File: config.mk
export PLATFORM = sky130hd
export DESIGN_NAME = hbps_top
export DESIGN_NICKNAME = d
export VERILOG_FILES = /design/src/include/hbps_pkg.sv /design/src/design/hbps_channel.sv /design/src/design/hbps_top.sv
export SDC_FILE = /design/constraint.sdc
export NUM_CORES = 1
export LEC_CHECK = 0
export ABC_CLOCK_PERIOD_IN_PS = 7000
export BUFFER_PORTS_ARGS = -buffer_cell sky130_fd_sc_hd__buf_2
export CAP_MARGIN = 20
export CORE_AREA = 5 5 205 207
export DETAILED_ROUTE_END_ITERATION = 6
export DIE_AREA = 0 0 210 212
export PLACE_DENSITY_LB_ADDON = 0.2
export SLEW_MARGIN = 20
export SYNTH_ARGS = -nofsm -noshare
export SYNTH_HDL_FRONTEND = slang
export SYNTH_HIERARCHICAL = 1
export SYNTH_SLANG_ARGS = --single-unit
export TNS_END_PERCENT = 5
File: constraint.sdc
create_clock -name i_clk_sys -period 7 [get_ports i_clk_sys]
set_input_delay 1.4 -clock i_clk_sys [delete_from_list [all_inputs] [get_ports i_clk_sys]]
set_output_delay 1.4 -clock i_clk_sys [all_outputs]
set_load 0.02 [all_outputs]
File: src/include/hbps_pkg.sv
// constants for the h-bridge pwm output steering block
`default_nettype none
package hbps_pkg;
   // ==========================================================
   // sizes
   localparam int unsigned NUM_CH = 8;
   localparam int unsigned NUM_PAIR = 4;
   localparam int unsigned DUTY_W = 11;
   localparam int unsigned ADDR_W = 8;
   localparam int unsigned DATA_W = 32;

   // ==========================================================
   // register map, one 32-bit word each
   localparam logic [7:0] ADDR_GLOBAL = 8'h00;
   localparam logic [7:0] ADDR_PERIOD = 8'h04;
   localparam logic [7:0] ADDR_STATUS = 8'h08;
   localparam logic [7:0] ADDR_CHCTRL_BASE = 8'h20;
   localparam logic [7:0] ADDR_DUTY_BASE = 8'h40;
   localparam int unsigned BANK_LSB = 5;
   localparam int unsigned IDX_LSB = 2;

   // ==========================================================
   // field positions
   localparam int unsigned GC_FREEWHEEL_BIT = 0;
   localparam int unsigned CC_ALIGN_LSB = 0;
   localparam int unsigned CC_MODE_LSB = 4;
   localparam int unsigned DUTY_SIGN_BIT = 15;
   localparam int unsigned ST_DUAL_LSB = 0;
   localparam int unsigned ST_EN_LSB = 8;
   localparam int unsigned ST_CNT_LSB = 16;

   // ==========================================================
   // reset values
   localparam logic [1:0] RST_ALIGN = 2'h0;
   localparam logic [1:0] RST_MODE = 2'h0;
   localparam logic [DUTY_W-1:0] RST_DUTY = 11'h000;
   localparam logic [DUTY_W-1:0] RST_PERIOD = 11'h000;
   localparam logic RST_FREEWHEEL = 1'b0;

   // ==========================================================
   // field codes
   localparam logic [1:0] ALIGN_OFF = 2'h0;
   localparam logic [1:0] ALIGN_LEFT = 2'h1;
   localparam logic [1:0] ALIGN_RIGHT = 2'h2;
   localparam logic [1:0] ALIGN_CENTER = 2'h3;
   localparam logic [1:0] MODE_HALF_MINUS = 2'h0;
   localparam logic [1:0] MODE_HALF_PLUS = 2'h1;
   localparam logic [1:0] MODE_FULL = 2'h2;
   localparam logic [1:0] MODE_DUAL = 2'h3;
endpackage : hbps_pkg
`default_nettype wire

File: src/design/hbps_channel.sv
// one pwm channel: working duty, alignment and pin steering
`timescale 1ns/1ps
`default_nettype none
module hbps_channel
   import hbps_pkg::*;
(
   input wire logic i_clk_sys,
   input wire logic i_rst,
   input wire logic [hbps_pkg::DUTY_W-1:0] i_cnt,
   input wire logic [hbps_pkg::DUTY_W-1:0] i_period,
   input wire logic i_ovf,
   input wire logic [1:0] i_align,
   input wire logic [1:0] i_mode,
   input wire logic i_freewheel,
   input wire logic [hbps_pkg::DUTY_W-1:0] i_duty,
   input wire logic i_sign,
   output logic o_plus_pin,
   output logic o_plus_oe_n,
   output logic o_minus_pin,
   output logic o_minus_oe_n
);
   // ==========================================================
   // working copies and period parity
   logic [DUTY_W-1:0] work_duty_r;
   logic work_sign_r;
   logic odd_r;
   wire enabled = (i_align != ALIGN_OFF);

   always_ff @(posedge i_clk_sys) begin
      if (i_rst) begin
         work_duty_r <= RST_DUTY;
         work_sign_r <= 1'b0;
      end else if (i_ovf) begin
         work_duty_r <= i_duty;
         work_sign_r <= i_sign;
      end
   end

   // parity only restarts at reset or when the channel is off, so a live switch
   // into center mode keeps whatever phase it had
   always_ff @(posedge i_clk_sys) begin
      if (i_rst || !enabled) begin
         odd_r <= 1'b0;
      end else if (i_ovf) begin
         odd_r <= ~odd_r;
      end
   end

   // ==========================================================
   // active phase
   wire [DUTY_W:0] cnt_x = {1'b0, i_cnt};
   wire [DUTY_W:0] duty_x = {1'b0, work_duty_r};
   wire [DUTY_W:0] per_x = {1'b0, i_period};
   wire left_act = cnt_x < duty_x;
   wire right_act = (cnt_x + duty_x) >= per_x;
   wire use_right = (i_align == ALIGN_RIGHT) || ((i_align == ALIGN_CENTER) && odd_r);
   wire active = use_right ? right_act : left_act;

   // ==========================================================
   // pin steering
   wire full_mode = i_mode[1];
   wire pwm_low_act = ~active;
   wire full_pwm = i_freewheel ? active : pwm_low_act;
   wire full_static = ~i_freewheel;
   wire pwm_on_plus = work_sign_r ^ i_freewheel;
   logic plus_nxt;
   logic minus_nxt;
   logic plus_oe_n_nxt;
   logic minus_oe_n_nxt;

   always_comb begin
      plus_nxt = 1'b0;
      minus_nxt = 1'b0;
      plus_oe_n_nxt = 1'b1;
      minus_oe_n_nxt = 1'b1;
      if (!enabled) begin
         plus_oe_n_nxt = 1'b1;
         minus_oe_n_nxt = 1'b1;
      end else if (full_mode) begin
         plus_oe_n_nxt = 1'b0;
         minus_oe_n_nxt = 1'b0;
         plus_nxt = pwm_on_plus ? full_pwm : full_static;
         minus_nxt = pwm_on_plus ? full_static : full_pwm;
      end else if (i_mode == MODE_HALF_PLUS) begin
         // sign and freewheel never reach the half paths
         plus_oe_n_nxt = 1'b0;
         plus_nxt = pwm_low_act;
      end else begin
         minus_oe_n_nxt = 1'b0;
         minus_nxt = pwm_low_act;
      end
   end

   always_ff @(posedge i_clk_sys) begin
      if (i_rst) begin
         o_plus_pin <= 1'b0;
         o_minus_pin <= 1'b0;
         o_plus_oe_n <= 1'b1;
         o_minus_oe_n <= 1'b1;
      end else begin
         o_plus_pin <= plus_nxt;
         o_minus_pin <= minus_nxt;
         o_plus_oe_n <= plus_oe_n_nxt;
         o_minus_oe_n <= minus_oe_n_nxt;
      end
   end
endmodule : hbps_channel
`default_nettype wire

File: src/design/hbps_top.sv
// h-bridge pwm output steering: registers, timer counter, eight channels
//
// Summary of operation
// - every mode reloads working duty at overflow
// - half modes: one pin pwm, other released
// - sign ignored in half modes
// - dual only if both enabled and both 11
// - left: start active, inactive after duty
// - right: active after period minus duty
// - center: even left, odd right, start even
// - live switch to center may start odd
// - freewheel 0, sign 0: plus high, minus pwm
// - freewheel 0, sign 1: minus high, plus pwm
// - freewheel 1 inverts sign, pwm high active
// - non-pwm pin high or low per freewheel
// - freewheel only matters in full modes
// - disabled channel controls no transistor
// - half 00 uses minus pin, 01 plus
// - full modes transistor pattern per sign, freewheel
// - reset disables channels, releases pins
// - pair n holds channels 2n and 2n+1
// - dual pair duties load together at overflow
`timescale 1ns/1ps
`default_nettype none
module hbps_top
   import hbps_pkg::*;
#(
   parameter int unsigned P_NUM_CH = hbps_pkg::NUM_CH
)(
   input wire logic i_clk_sys,
   input wire logic i_rst,
   input wire logic [hbps_pkg::ADDR_W-1:0] i_addr,
   input wire logic [hbps_pkg::DATA_W-1:0] i_wdata,
   input wire logic i_wr,
   input wire logic i_rd,
   output logic [hbps_pkg::DATA_W-1:0] o_rdata,
   output logic [P_NUM_CH-1:0] o_plus_pin,
   output logic [P_NUM_CH-1:0] o_plus_oe_n,
   output logic [P_NUM_CH-1:0] o_minus_pin,
   output logic [P_NUM_CH-1:0] o_minus_oe_n
);
   import hbps_pkg::*;

   localparam int unsigned NP = P_NUM_CH / 2;
   localparam int unsigned EN_W = ST_CNT_LSB - ST_EN_LSB;
   localparam int unsigned DUAL_W = ST_EN_LSB - ST_DUAL_LSB;

   // ==========================================================
   // address decode
   wire [2:0] bank = i_addr[ADDR_W-1:BANK_LSB];
   wire [2:0] idx = i_addr[BANK_LSB-1:IDX_LSB];
   wire hit_global = (i_addr == ADDR_GLOBAL);
   wire hit_period = (i_addr == ADDR_PERIOD);
   wire hit_status = (i_addr == ADDR_STATUS);
   wire hit_chctrl = (bank == ADDR_CHCTRL_BASE[ADDR_W-1:BANK_LSB]) && (i_addr[1:0] == 2'h0);
   wire hit_duty = (bank == ADDR_DUTY_BASE[ADDR_W-1:BANK_LSB]) && (i_addr[1:0] == 2'h0);
   wire wr_global = i_wr && hit_global;
   wire wr_period = i_wr && hit_period;

   // ==========================================================
   // software registers
   logic freewheel_side_sel_r;
   logic [DUTY_W-1:0] period_r;
   logic [1:0] align_mode_sel_r [P_NUM_CH];
   logic [1:0] output_mode_sel_r [P_NUM_CH];
   logic [DUTY_W-1:0] duty_r [P_NUM_CH];
   logic sign_r [P_NUM_CH];

   // software keeps this steady while any channel is in a full mode
   always_ff @(posedge i_clk_sys) begin
      if (i_rst) begin
         freewheel_side_sel_r <= RST_FREEWHEEL;
      end else if (wr_global) begin
         freewheel_side_sel_r <= i_wdata[GC_FREEWHEEL_BIT];
      end
   end

   always_ff @(posedge i_clk_sys) begin
      if (i_rst) begin
         period_r <= RST_PERIOD;
      end else if (wr_period) begin
         period_r <= i_wdata[DUTY_W-1:0];
      end
   end

   // ==========================================================
   // timer counter, 0 .. period-1; a zero period holds it at zero
   logic [DUTY_W-1:0] cnt_r;
   wire [DUTY_W-1:0] last_cnt = period_r - 11'h001;
   wire ovf = (period_r != RST_PERIOD) && (cnt_r >= last_cnt);

   always_ff @(posedge i_clk_sys) begin
      if (i_rst || ovf || (period_r == RST_PERIOD)) begin
         cnt_r <= 11'h000;
      end else begin
         cnt_r <= cnt_r + 11'h001;
      end
   end

   // ==========================================================
   // per-channel registers and channel instances
   logic [P_NUM_CH-1:0] ch_en;
   logic [NP-1:0] pair_dual;

   genvar g;
   generate
      for (g = 0; g < P_NUM_CH; g++) begin : g_ch
         wire wr_cc = i_wr && hit_chctrl && (idx == 3'(g));
         wire wr_dc = i_wr && hit_duty && (idx == 3'(g));

         always_ff @(posedge i_clk_sys) begin
            if (i_rst) begin
               align_mode_sel_r[g] <= RST_ALIGN;
               output_mode_sel_r[g] <= RST_MODE;
            end else if (wr_cc) begin
               align_mode_sel_r[g] <= i_wdata[CC_ALIGN_LSB+:2];
               output_mode_sel_r[g] <= i_wdata[CC_MODE_LSB+:2];
            end
         end

         // a later write before overflow simply overwrites the staged value
         always_ff @(posedge i_clk_sys) begin
            if (i_rst) begin
               duty_r[g] <= RST_DUTY;
               sign_r[g] <= 1'b0;
            end else if (wr_dc) begin
               duty_r[g] <= i_wdata[DUTY_W-1:0];
               sign_r[g] <= i_wdata[DUTY_SIGN_BIT];
            end
         end

         assign ch_en[g] = (align_mode_sel_r[g] != ALIGN_OFF);

         // both channels of a pair see the same overflow pulse, so the
         // two working duties always change on one edge
         hbps_channel u_ch (
            .i_clk_sys(i_clk_sys),
            .i_rst(i_rst),
            .i_cnt(cnt_r),
            .i_period(period_r),
            .i_ovf(ovf),
            .i_align(align_mode_sel_r[g]),
            .i_mode(output_mode_sel_r[g]),
            .i_freewheel(freewheel_side_sel_r),
            .i_duty(duty_r[g]),
            .i_sign(sign_r[g]),
            .o_plus_pin(o_plus_pin[g]),
            .o_plus_oe_n(o_plus_oe_n[g]),
            .o_minus_pin(o_minus_pin[g]),
            .o_minus_oe_n(o_minus_oe_n[g])
         );
      end

      for (g = 0; g < NP; g++) begin : g_pair
         // channels 2n and 2n+1 form pair n
         assign pair_dual[g] = ch_en[2*g] && ch_en[2*g+1]
            && (output_mode_sel_r[2*g] == MODE_DUAL)
            && (output_mode_sel_r[2*g+1] == MODE_DUAL);
      end
   endgenerate

   // ==========================================================
   // read path, data valid the cycle after the strobe
   wire [2:0] sel = idx;
   wire [DATA_W-1:0] rd_global = {{(DATA_W-1){1'b0}}, freewheel_side_sel_r};
   wire [DATA_W-1:0] rd_period = {{(DATA_W-DUTY_W){1'b0}}, period_r};
   wire [DATA_W-1:0] rd_cc = {{(DATA_W-CC_MODE_LSB-2){1'b0}}, output_mode_sel_r[sel],
                              2'h0, align_mode_sel_r[sel]};
   wire [DATA_W-1:0] rd_dc = {{(DATA_W-DUTY_SIGN_BIT-1){1'b0}}, sign_r[sel],
                              {(DUTY_SIGN_BIT-DUTY_W){1'b0}}, duty_r[sel]};
   // fields padded by cast, so a full channel count needs no empty replication
   wire [EN_W-1:0] en_field = EN_W'(ch_en);
   wire [DUAL_W-1:0] dual_field = DUAL_W'(pair_dual);
   wire [DATA_W-1:0] rd_status = {{(DATA_W-ST_CNT_LSB-DUTY_W){1'b0}}, cnt_r,
                                  en_field, dual_field};
   logic [DATA_W-1:0] rd_mux;

   always_comb begin
      rd_mux = 32'h0000_0000;
      if (hit_global) begin
         rd_mux = rd_global;
      end else if (hit_period) begin
         rd_mux = rd_period;
      end else if (hit_status) begin
         rd_mux = rd_status;
      end else if (hit_chctrl) begin
         rd_mux = rd_cc;
      end else if (hit_duty) begin
         rd_mux = rd_dc;
      end
   end

   always_ff @(posedge i_clk_sys) begin
      if (i_rst) begin
         o_rdata <= 32'h0000_0000;
      end else if (i_rd) begin
         o_rdata <= rd_mux;
      end else begin
         o_rdata <= 32'h0000_0000;
      end
   end
endmodule : hbps_top
`default_nettype wire

---- Word level (Yosys, flattened, before mapping) ----
Memories as Yosys holds them, arrays and structs flattened. A register that Yosys moved wholly into a read port is not among the register bits.
Cells that the tools add are included.
storage, ports and cells
  memories ................................ 4
  output and inout port bits .............. 64
  logic and storage cells ................. 464
  RAM bits ................................ 128
  bits in registers ....................... 95
operators by class
  bitwise gates (word level) .............. 66
  multiplexer cells ....................... 183
  reduce and logical (&&, ||, !) cells .... 94
  equal/unequal tests ..................... 43
  order comparisons ....................... 17
  add/sub/neg operators ................... 10
memories
  name               words  bits a word  rd ports  clocked after Yosys merged registers in  write ports  RTL line        RTL
  duty_r             8      11           9         8                                        8            hbps_top.sv:66  logic [DUTY_W-1:0] duty_r [P_NUM_CH];
  align_mode_sel_r   8      2            9         0                                        8            hbps_top.sv:64  logic [1:0] align_mode_sel_r [P_NUM_CH];
  output_mode_sel_r  8      2            9         0                                        8            hbps_top.sv:65  logic [1:0] output_mode_sel_r [P_NUM_CH];
  sign_r             8      1            9         8                                        8            hbps_top.sv:67  logic sign_r [P_NUM_CH];
operators by type and width
  operator                                                               number
  1-bit two-way mux                                                      155
  11-bit two-way mux                                                     9
  11-bit by 11-bit adder with 12-bit output                              8
  12-bit by 11-bit greater-or-equal comparator with 1-bit output         8
  11-bit < comparator                                                    8
  2-bit equality test, second input constant                             24
  1-bit logical AND                                                      43
  16-bit two-way mux                                                     2
  2-bit two-way mux                                                      16
  1-bit bitwise OR                                                       32
  27-bit two-way mux                                                     1
  1-bit NOT                                                              26
  1-bit logical OR                                                       18
  2-bit OR reduction                                                     9
  2-bit by 1-bit equality test with 1-bit output, second input constant  8
  2-bit nonzero test                                                     8
  3-bit equality test, second input constant                             4
  11-bit by 1-bit adder with 11-bit output, second input constant        1
  11-bit greater-or-equal comparator                                     1
  11-bit zero test                                                       1
  11-bit nonzero test                                                    1
  11-bit by 1-bit subtractor with 11-bit output, second input constant   1
  3-bit by 2-bit equality test with 1-bit output, second input constant  3
  8-bit by 3-bit equality test with 1-bit output, second input constant  1
  10 further kinds                                                       25

---- Depth between registers and ports, before layout ----
An unclocked memory read counts as a cell.
  depth after elaboration ................. 9
  mapped depth ............................ 16
  gate-level depth less buffers ........... 16

---- Cells and area by module ----
The synthesis kept the hierarchy.
modules (own cells, without submodules)
  module        cells an instance  area an instance (µm²)  instances
  hbps_channel  203                1662.8                  8
  hbps_top      656                8335.5                  1

---- Worst setup path before layout ----
OpenSTA, ideal clock, no wires.
  path type ............................... flip-flop to flip-flop
  start ................................... register cnt_r[1]
  end ..................................... register g_ch[3].u_ch.o_minus_pin
  data required time ...................... 6.884 ns
  setup time .............................. 0.116 ns
  path buffers ............................ 0
  data arrival time ....................... 3.517 ns
  setup slack ............................. 3.367 ns
  stages on the path, launching flop included .. 15
  clock period less this slack ............ 3.633 ns
  cells stage by stage .................... dfxtp_1 > fa_1 > nand2b_1 > a21oi_1 > o21bai_1 > a21oi_1 > o211ai_1 > nand3_1 > nand4b_1 > ha_1 > a2111o_1 > a211oi_2 > nand3_1 > and2_1 > a41o_1
on the way
  cells in the longest elaborated chain, start to end .. 7
  elaborated cells between the ends (all ways) .. 9
  those cells by class .................... add/sub (1); order compare (2); mux (5); bitwise (1)
ends and longest elaborated chain
  what                                                            RTL line             RTL
  from (decl)                                                     hbps_top.sv:88       logic [DUTY_W-1:0] cnt_r;
  from (signal assigned)                                          hbps_top.sv:96       cnt_r <= cnt_r + 11'h001;
  11-bit by 11-bit adder with 12-bit output                       hbps_channel.sv:55   wire right_act = (cnt_x + duty_x) >= per_x;
  12-bit by 11-bit greater-or-equal comparator with 1-bit output  hbps_channel.sv:55
  1-bit two-way mux (*)                                           hbps_channel.sv:57   wire active = use_right ? right_act : left_act;
  1-bit NOT                                                       hbps_channel.sv:62   wire pwm_low_act = ~active;
  1-bit two-way mux                                               hbps_channel.sv:63   wire full_pwm = i_freewheel ? active : pwm_low_act;
  1-bit two-way mux                                               hbps_channel.sv:83   minus_nxt = pwm_on_plus ? full_static : full_pwm;
  1-bit two-way mux (*)                                           hbps_channel.sv:79   end else if (full_mode) begin
  to (signal assigned)                                            hbps_channel.sv:102  o_minus_pin <= minus_nxt;
  to (decl)                                                       hbps_channel.sv:19   output logic o_minus_pin,
Every way passes the cells marked *; elsewhere a longest branch is shown, timed or not.
A chain may end at the register's enable or synchronous reset.

---- Worst setup path in the final report ----
  start ................................... register cnt_r[0]
  end ..................................... register g_ch[6].u_ch.o_minus_pin
on the way
  cells in the longest elaborated chain, start to end .. 7
  elaborated cells between the ends (all ways) .. 9
  those cells by class .................... add/sub (1); order compare (2); mux (5); bitwise (1)
ends and longest elaborated chain
  what                                                            RTL line
  11-bit by 11-bit adder with 12-bit output                       hbps_channel.sv:55
  12-bit by 11-bit greater-or-equal comparator with 1-bit output  hbps_channel.sv:55
  1-bit two-way mux (*)                                           hbps_channel.sv:57
  1-bit NOT                                                       hbps_channel.sv:62
  1-bit two-way mux                                               hbps_channel.sv:63
  1-bit two-way mux                                               hbps_channel.sv:83
  1-bit two-way mux (*)                                           hbps_channel.sv:79
  to (signal assigned)                                            hbps_channel.sv:102
  to (decl)                                                       hbps_channel.sv:19
Marked as above.

==> metrics.cfg <==
[timing]
period_needed_ns = 4.05
relSlewSlack_pct = 27.8
final.period_utilization_pct = 57.9
fin_skew_ns = 0.0172
clock.fmax_ghz = 0.247
tns_ns = 0
hold_viol_final = 0
setup_viol = 0
worst_slew_pin_slew_ns = 1.08
drv_slew = 0
rsz0062_at_grt = no

[power_and_ir_drop]
power.density_mw_per_mm2 = 177
p_leak_nw = 10.3
ir_worst_vdd_v = 0.000157

[routing]
vias = 17000
drtIter0Drc = 1459
drt_drc_violations_left = 0
routed_wl_mm = 63.1
first_pass_iters = 5
ant_nets = 0
viasPerCell = 5.84
wl_per_cell_microns = 21.7

[global_routing]
grt.overflow.total = 0
gr-max-usage-layer = met2
antenna_found_initial = 0
grt_max_degree = 74
use_met2_pct = 42.5
track_usage_pct = 27.8
grt_pass1_wl_mm = 94.9
met1_usage_pct = 39.3
grt_pass1_vias = 16200
grtUsageMet3_pct = 5.81

[critical_path]
cp_slowest_cell = a2111o_1
cp.required_ns = 7.48
path_class = flop to flop
crit_chain = buf_4, ha_1, fa_1, nand2b_1, a21oi_1, o21bai_1, a21oi_1, o211ai_1, a21oi_1, nand4b_1, ha_1, a2111o_1, a211oi_2, nand3_1, a221oi_1, a41o_1
critPathLaunchType = flop
cp_slowest_stage_delay_ns = 0.44
cp_max_fo = 16
end_kind = flop
cp_common_cell = a21oi_1
crit_buf_inv = 1
crit_family = compound AO/OA/AOI/OAI gates
cp.arrival_ns = 4.53

[placed_design]
io_buffers = 82
hpwl_mm = 46.6
gp_congestion = 0.949

[cts]
cts_hold_buf = 0
postCtsResizedCells = 0
htreeDepth = 2
cts_buffers = 36
cts_buffer_depth = 3
cts_tree = done
cts_sinks = 314
path_clk_slew_ns = 0.06
post_cts_buffers = 0
clock-root-buffer = clkbuf_16
clock_latency_ns = 0.54

[synthesis]
synthArstFlopShare_pct = 0
synth_area_per_cell_sq_um = 9.49
syn_area_sq_mm = 0.0216
yosysSeqAreaShare_pct = 35.0
synth-edff-count = 128
netlist_top_cells_area = edfxtp_1 18%, dfxtp_1 17%, ha_1 16%, mux2i_1 5.7%, nor2_1 4.3%
yosysTopAreaCellShare_pct = 17.8
ys_ff_latch = 314
synth_area_leader_cell = edfxtp_1
synth.distinct_cells = 62
netlist_instances = 2280
yosysWarnings = 6
synthFlopType = dfxtp_1

[floorplan]
rows = 74
pin_count = 108
dieHeight_microns = 212
die_x_microns = 210
initial_core_util_pct = 53.8
core_area_sq_mm = 0.0402
die-area_sq_mm = 0.0445

[finish]
final_util_pct = 59.0
fillers = 3477
area_delta_synth_final_pct = 9.59
multi_input_area_sq_mm = 0.0127
seq_area_sq_mm = 0.00757
nNetsFinal = 2681
drive_gt1_share_pct = 11.8

[status]
status = complete, no violations

[min_path]
hold_path.class = flop to flop

[flow_run]
drv_cap = 0

cell usage in the layout, fill, tap and decap left out, drive strengths merged, types with 4 or more instances in the layout:
master / count
nand4: 22
conb: 5
nand3: 58
xnor2: 75
a2111o: 8
o211ai: 17
and2: 147
inv: 249
and3: 11
nand4b: 8
o21bai: 32
mux4: 32
a21oi: 123
nor4: 12
a22oi: 8
a31oi: 10
edfxtp: 128
a21o: 20
a41o: 17
nand2: 64
o21ai: 48
o31ai: 9
nor2: 257
buf: 112
or2: 17
xor2: 15
a221oi: 16
mux2i: 124
fa: 8
nor2b: 30
ha: 277
a31o: 4
nor4b: 9
clkbuf: 46
a211oi: 10
nand2b: 55
clkinv: 11
dfxtp: 186
nor3: 72
o2111ai: 8
worst paths after layout:
check                                                 to  startpoint  cells past startpoint  slack, ns
worst max-delay path            g_ch[6].u_ch/o_minus_pin    cnt_r[0]                     16       2.95
worst min-delay path                         o_rdata[18]    cnt_r[2]                      1       0.47
worst max register to register  g_ch[6].u_ch/o_minus_pin    cnt_r[0]                     16       2.95
worst min register to register               o_rdata[18]    cnt_r[2]                      1       0.47
flip-flops by register name, summed over array words and instances (netlist names), 11 cells and up:
name,flops
duty_r,88
align_mode_sel_r,16
g_ch.u_ch/work_duty_r,88
cnt_r,11
o_rdata,27
period_r,11
output_mode_sel_r,16
worst reg2reg max path: stages, from the launching register on:
cell and delay, ns:
dfxtp_1 0.37, buf_4 0.26, ha_1 0.27, fa_1 0.41
nand2b_1 0.09, a21oi_1 0.08, o21bai_1 0.14, a21oi_1 0.10
o211ai_1 0.31, a21oi_1 0.10, nand4b_1 0.19, ha_1 0.31
a2111o_1 0.44, a211oi_2 0.15, nand3_1 0.24, a221oi_1 0.41
a41o_1 0.14
cell usage after synthesis (8+ instances only):
master and count:
a31oi_1 10, o21ai_2 8, nand4_1 22, a211oi_2 8
a2111o_1 8, xor2_1 15, o21bai_1 32, o31ai_1 9
nand3_1 50, xnor2_1 75, nor4b_1 9, a22oi_1 8
and3_2 8, nand3_2 8, nand2_1 64, o21ai_1 24
edfxtp_1 128, a21o_1 20, nand4b_1 8, mux2i_1 124
nor2b_1 30, nor2_2 8, a221oi_1 16, nand2b_1 55
o211ai_1 17, mux4_2 32, a21oi_1 123, buf_6 18
clkbuf_1 37, inv_1 237, o21ai_0 16, dfxtp_1 186
inv_2 8, nor4_1 11, ha_1 277, nor2_1 249
a41o_1 17, and2_1 147, o2111ai_1 8, or2_2 17
buf_2 22, fa_1 8, nor3_1 71
cell type report:
cell class / count / area share [%]
Antenna cell: 1 / 0.0106
Clock buffer: 46 / 4.31
Clock inverter: 18 / 0.802
Inverter: 245 / 3.88
Multi-Input combinational cell: 1643 / 53.6
Sequential cell: 314 / 31.9
Tap cell: 532 / 2.81
Timing Repair Buffer: 112 / 2.69
where the power goes:
part / total, mW / switching, mW / leakage (nW) / internal, mW
Sequential: 2.01 / 0.0575 / 2.72 / 1.96
Combinational: 0.243 / 0.155 / 6.96 / 0.0880
Clock: 1.94 / 0.786 / 0.603 / 1.15
Total: 4.20 / 0.999 / 10.3 / 3.20
per-stage QoR:
| stage | power (mW) | setup WS, ns | cell area (sq um) | hold WS, ns | instances |
|---|---|---|---|---|---|
| after floorplan | 2.17 | 3.37 | 21700 | 0.477 | 2284 |
| after global placement | 2.28 | 2.98 | 22500 | 0.445 | 2846 |
| after detailed placement | 2.29 | 2.93 | 22500 | 0.455 | 2846 |
| after CTS | 4.21 | 3.03 | 23700 | 0.473 | 2910 |
| after global routing | 4.31 | 2.75 | 23700 | 0.509 | 2910 |
| final | 4.20 | 2.95 | 23700 | 0.466 | 2911 |
cells by family after synthesis:
logic type	after synthesis	synth area share [%]
flops	314	35.0
xor+xnor	90	3.64
mux	156	9.07
simple gates	766	18.4
buf+inv	327	6.51
compound gates	341	10.7
fa+ha+maj	285	16.8
other cells	1	0.0173
routing by layer:
layer / wire (microns) / share of wire (%)
met1: 27500 / 44
met2: 27000 / 43
met3: 6160 / 9.8
met4: 2410 / 3.8
met5: 0 / 0
No activity file was read; power rests on OpenSTA's default activity.
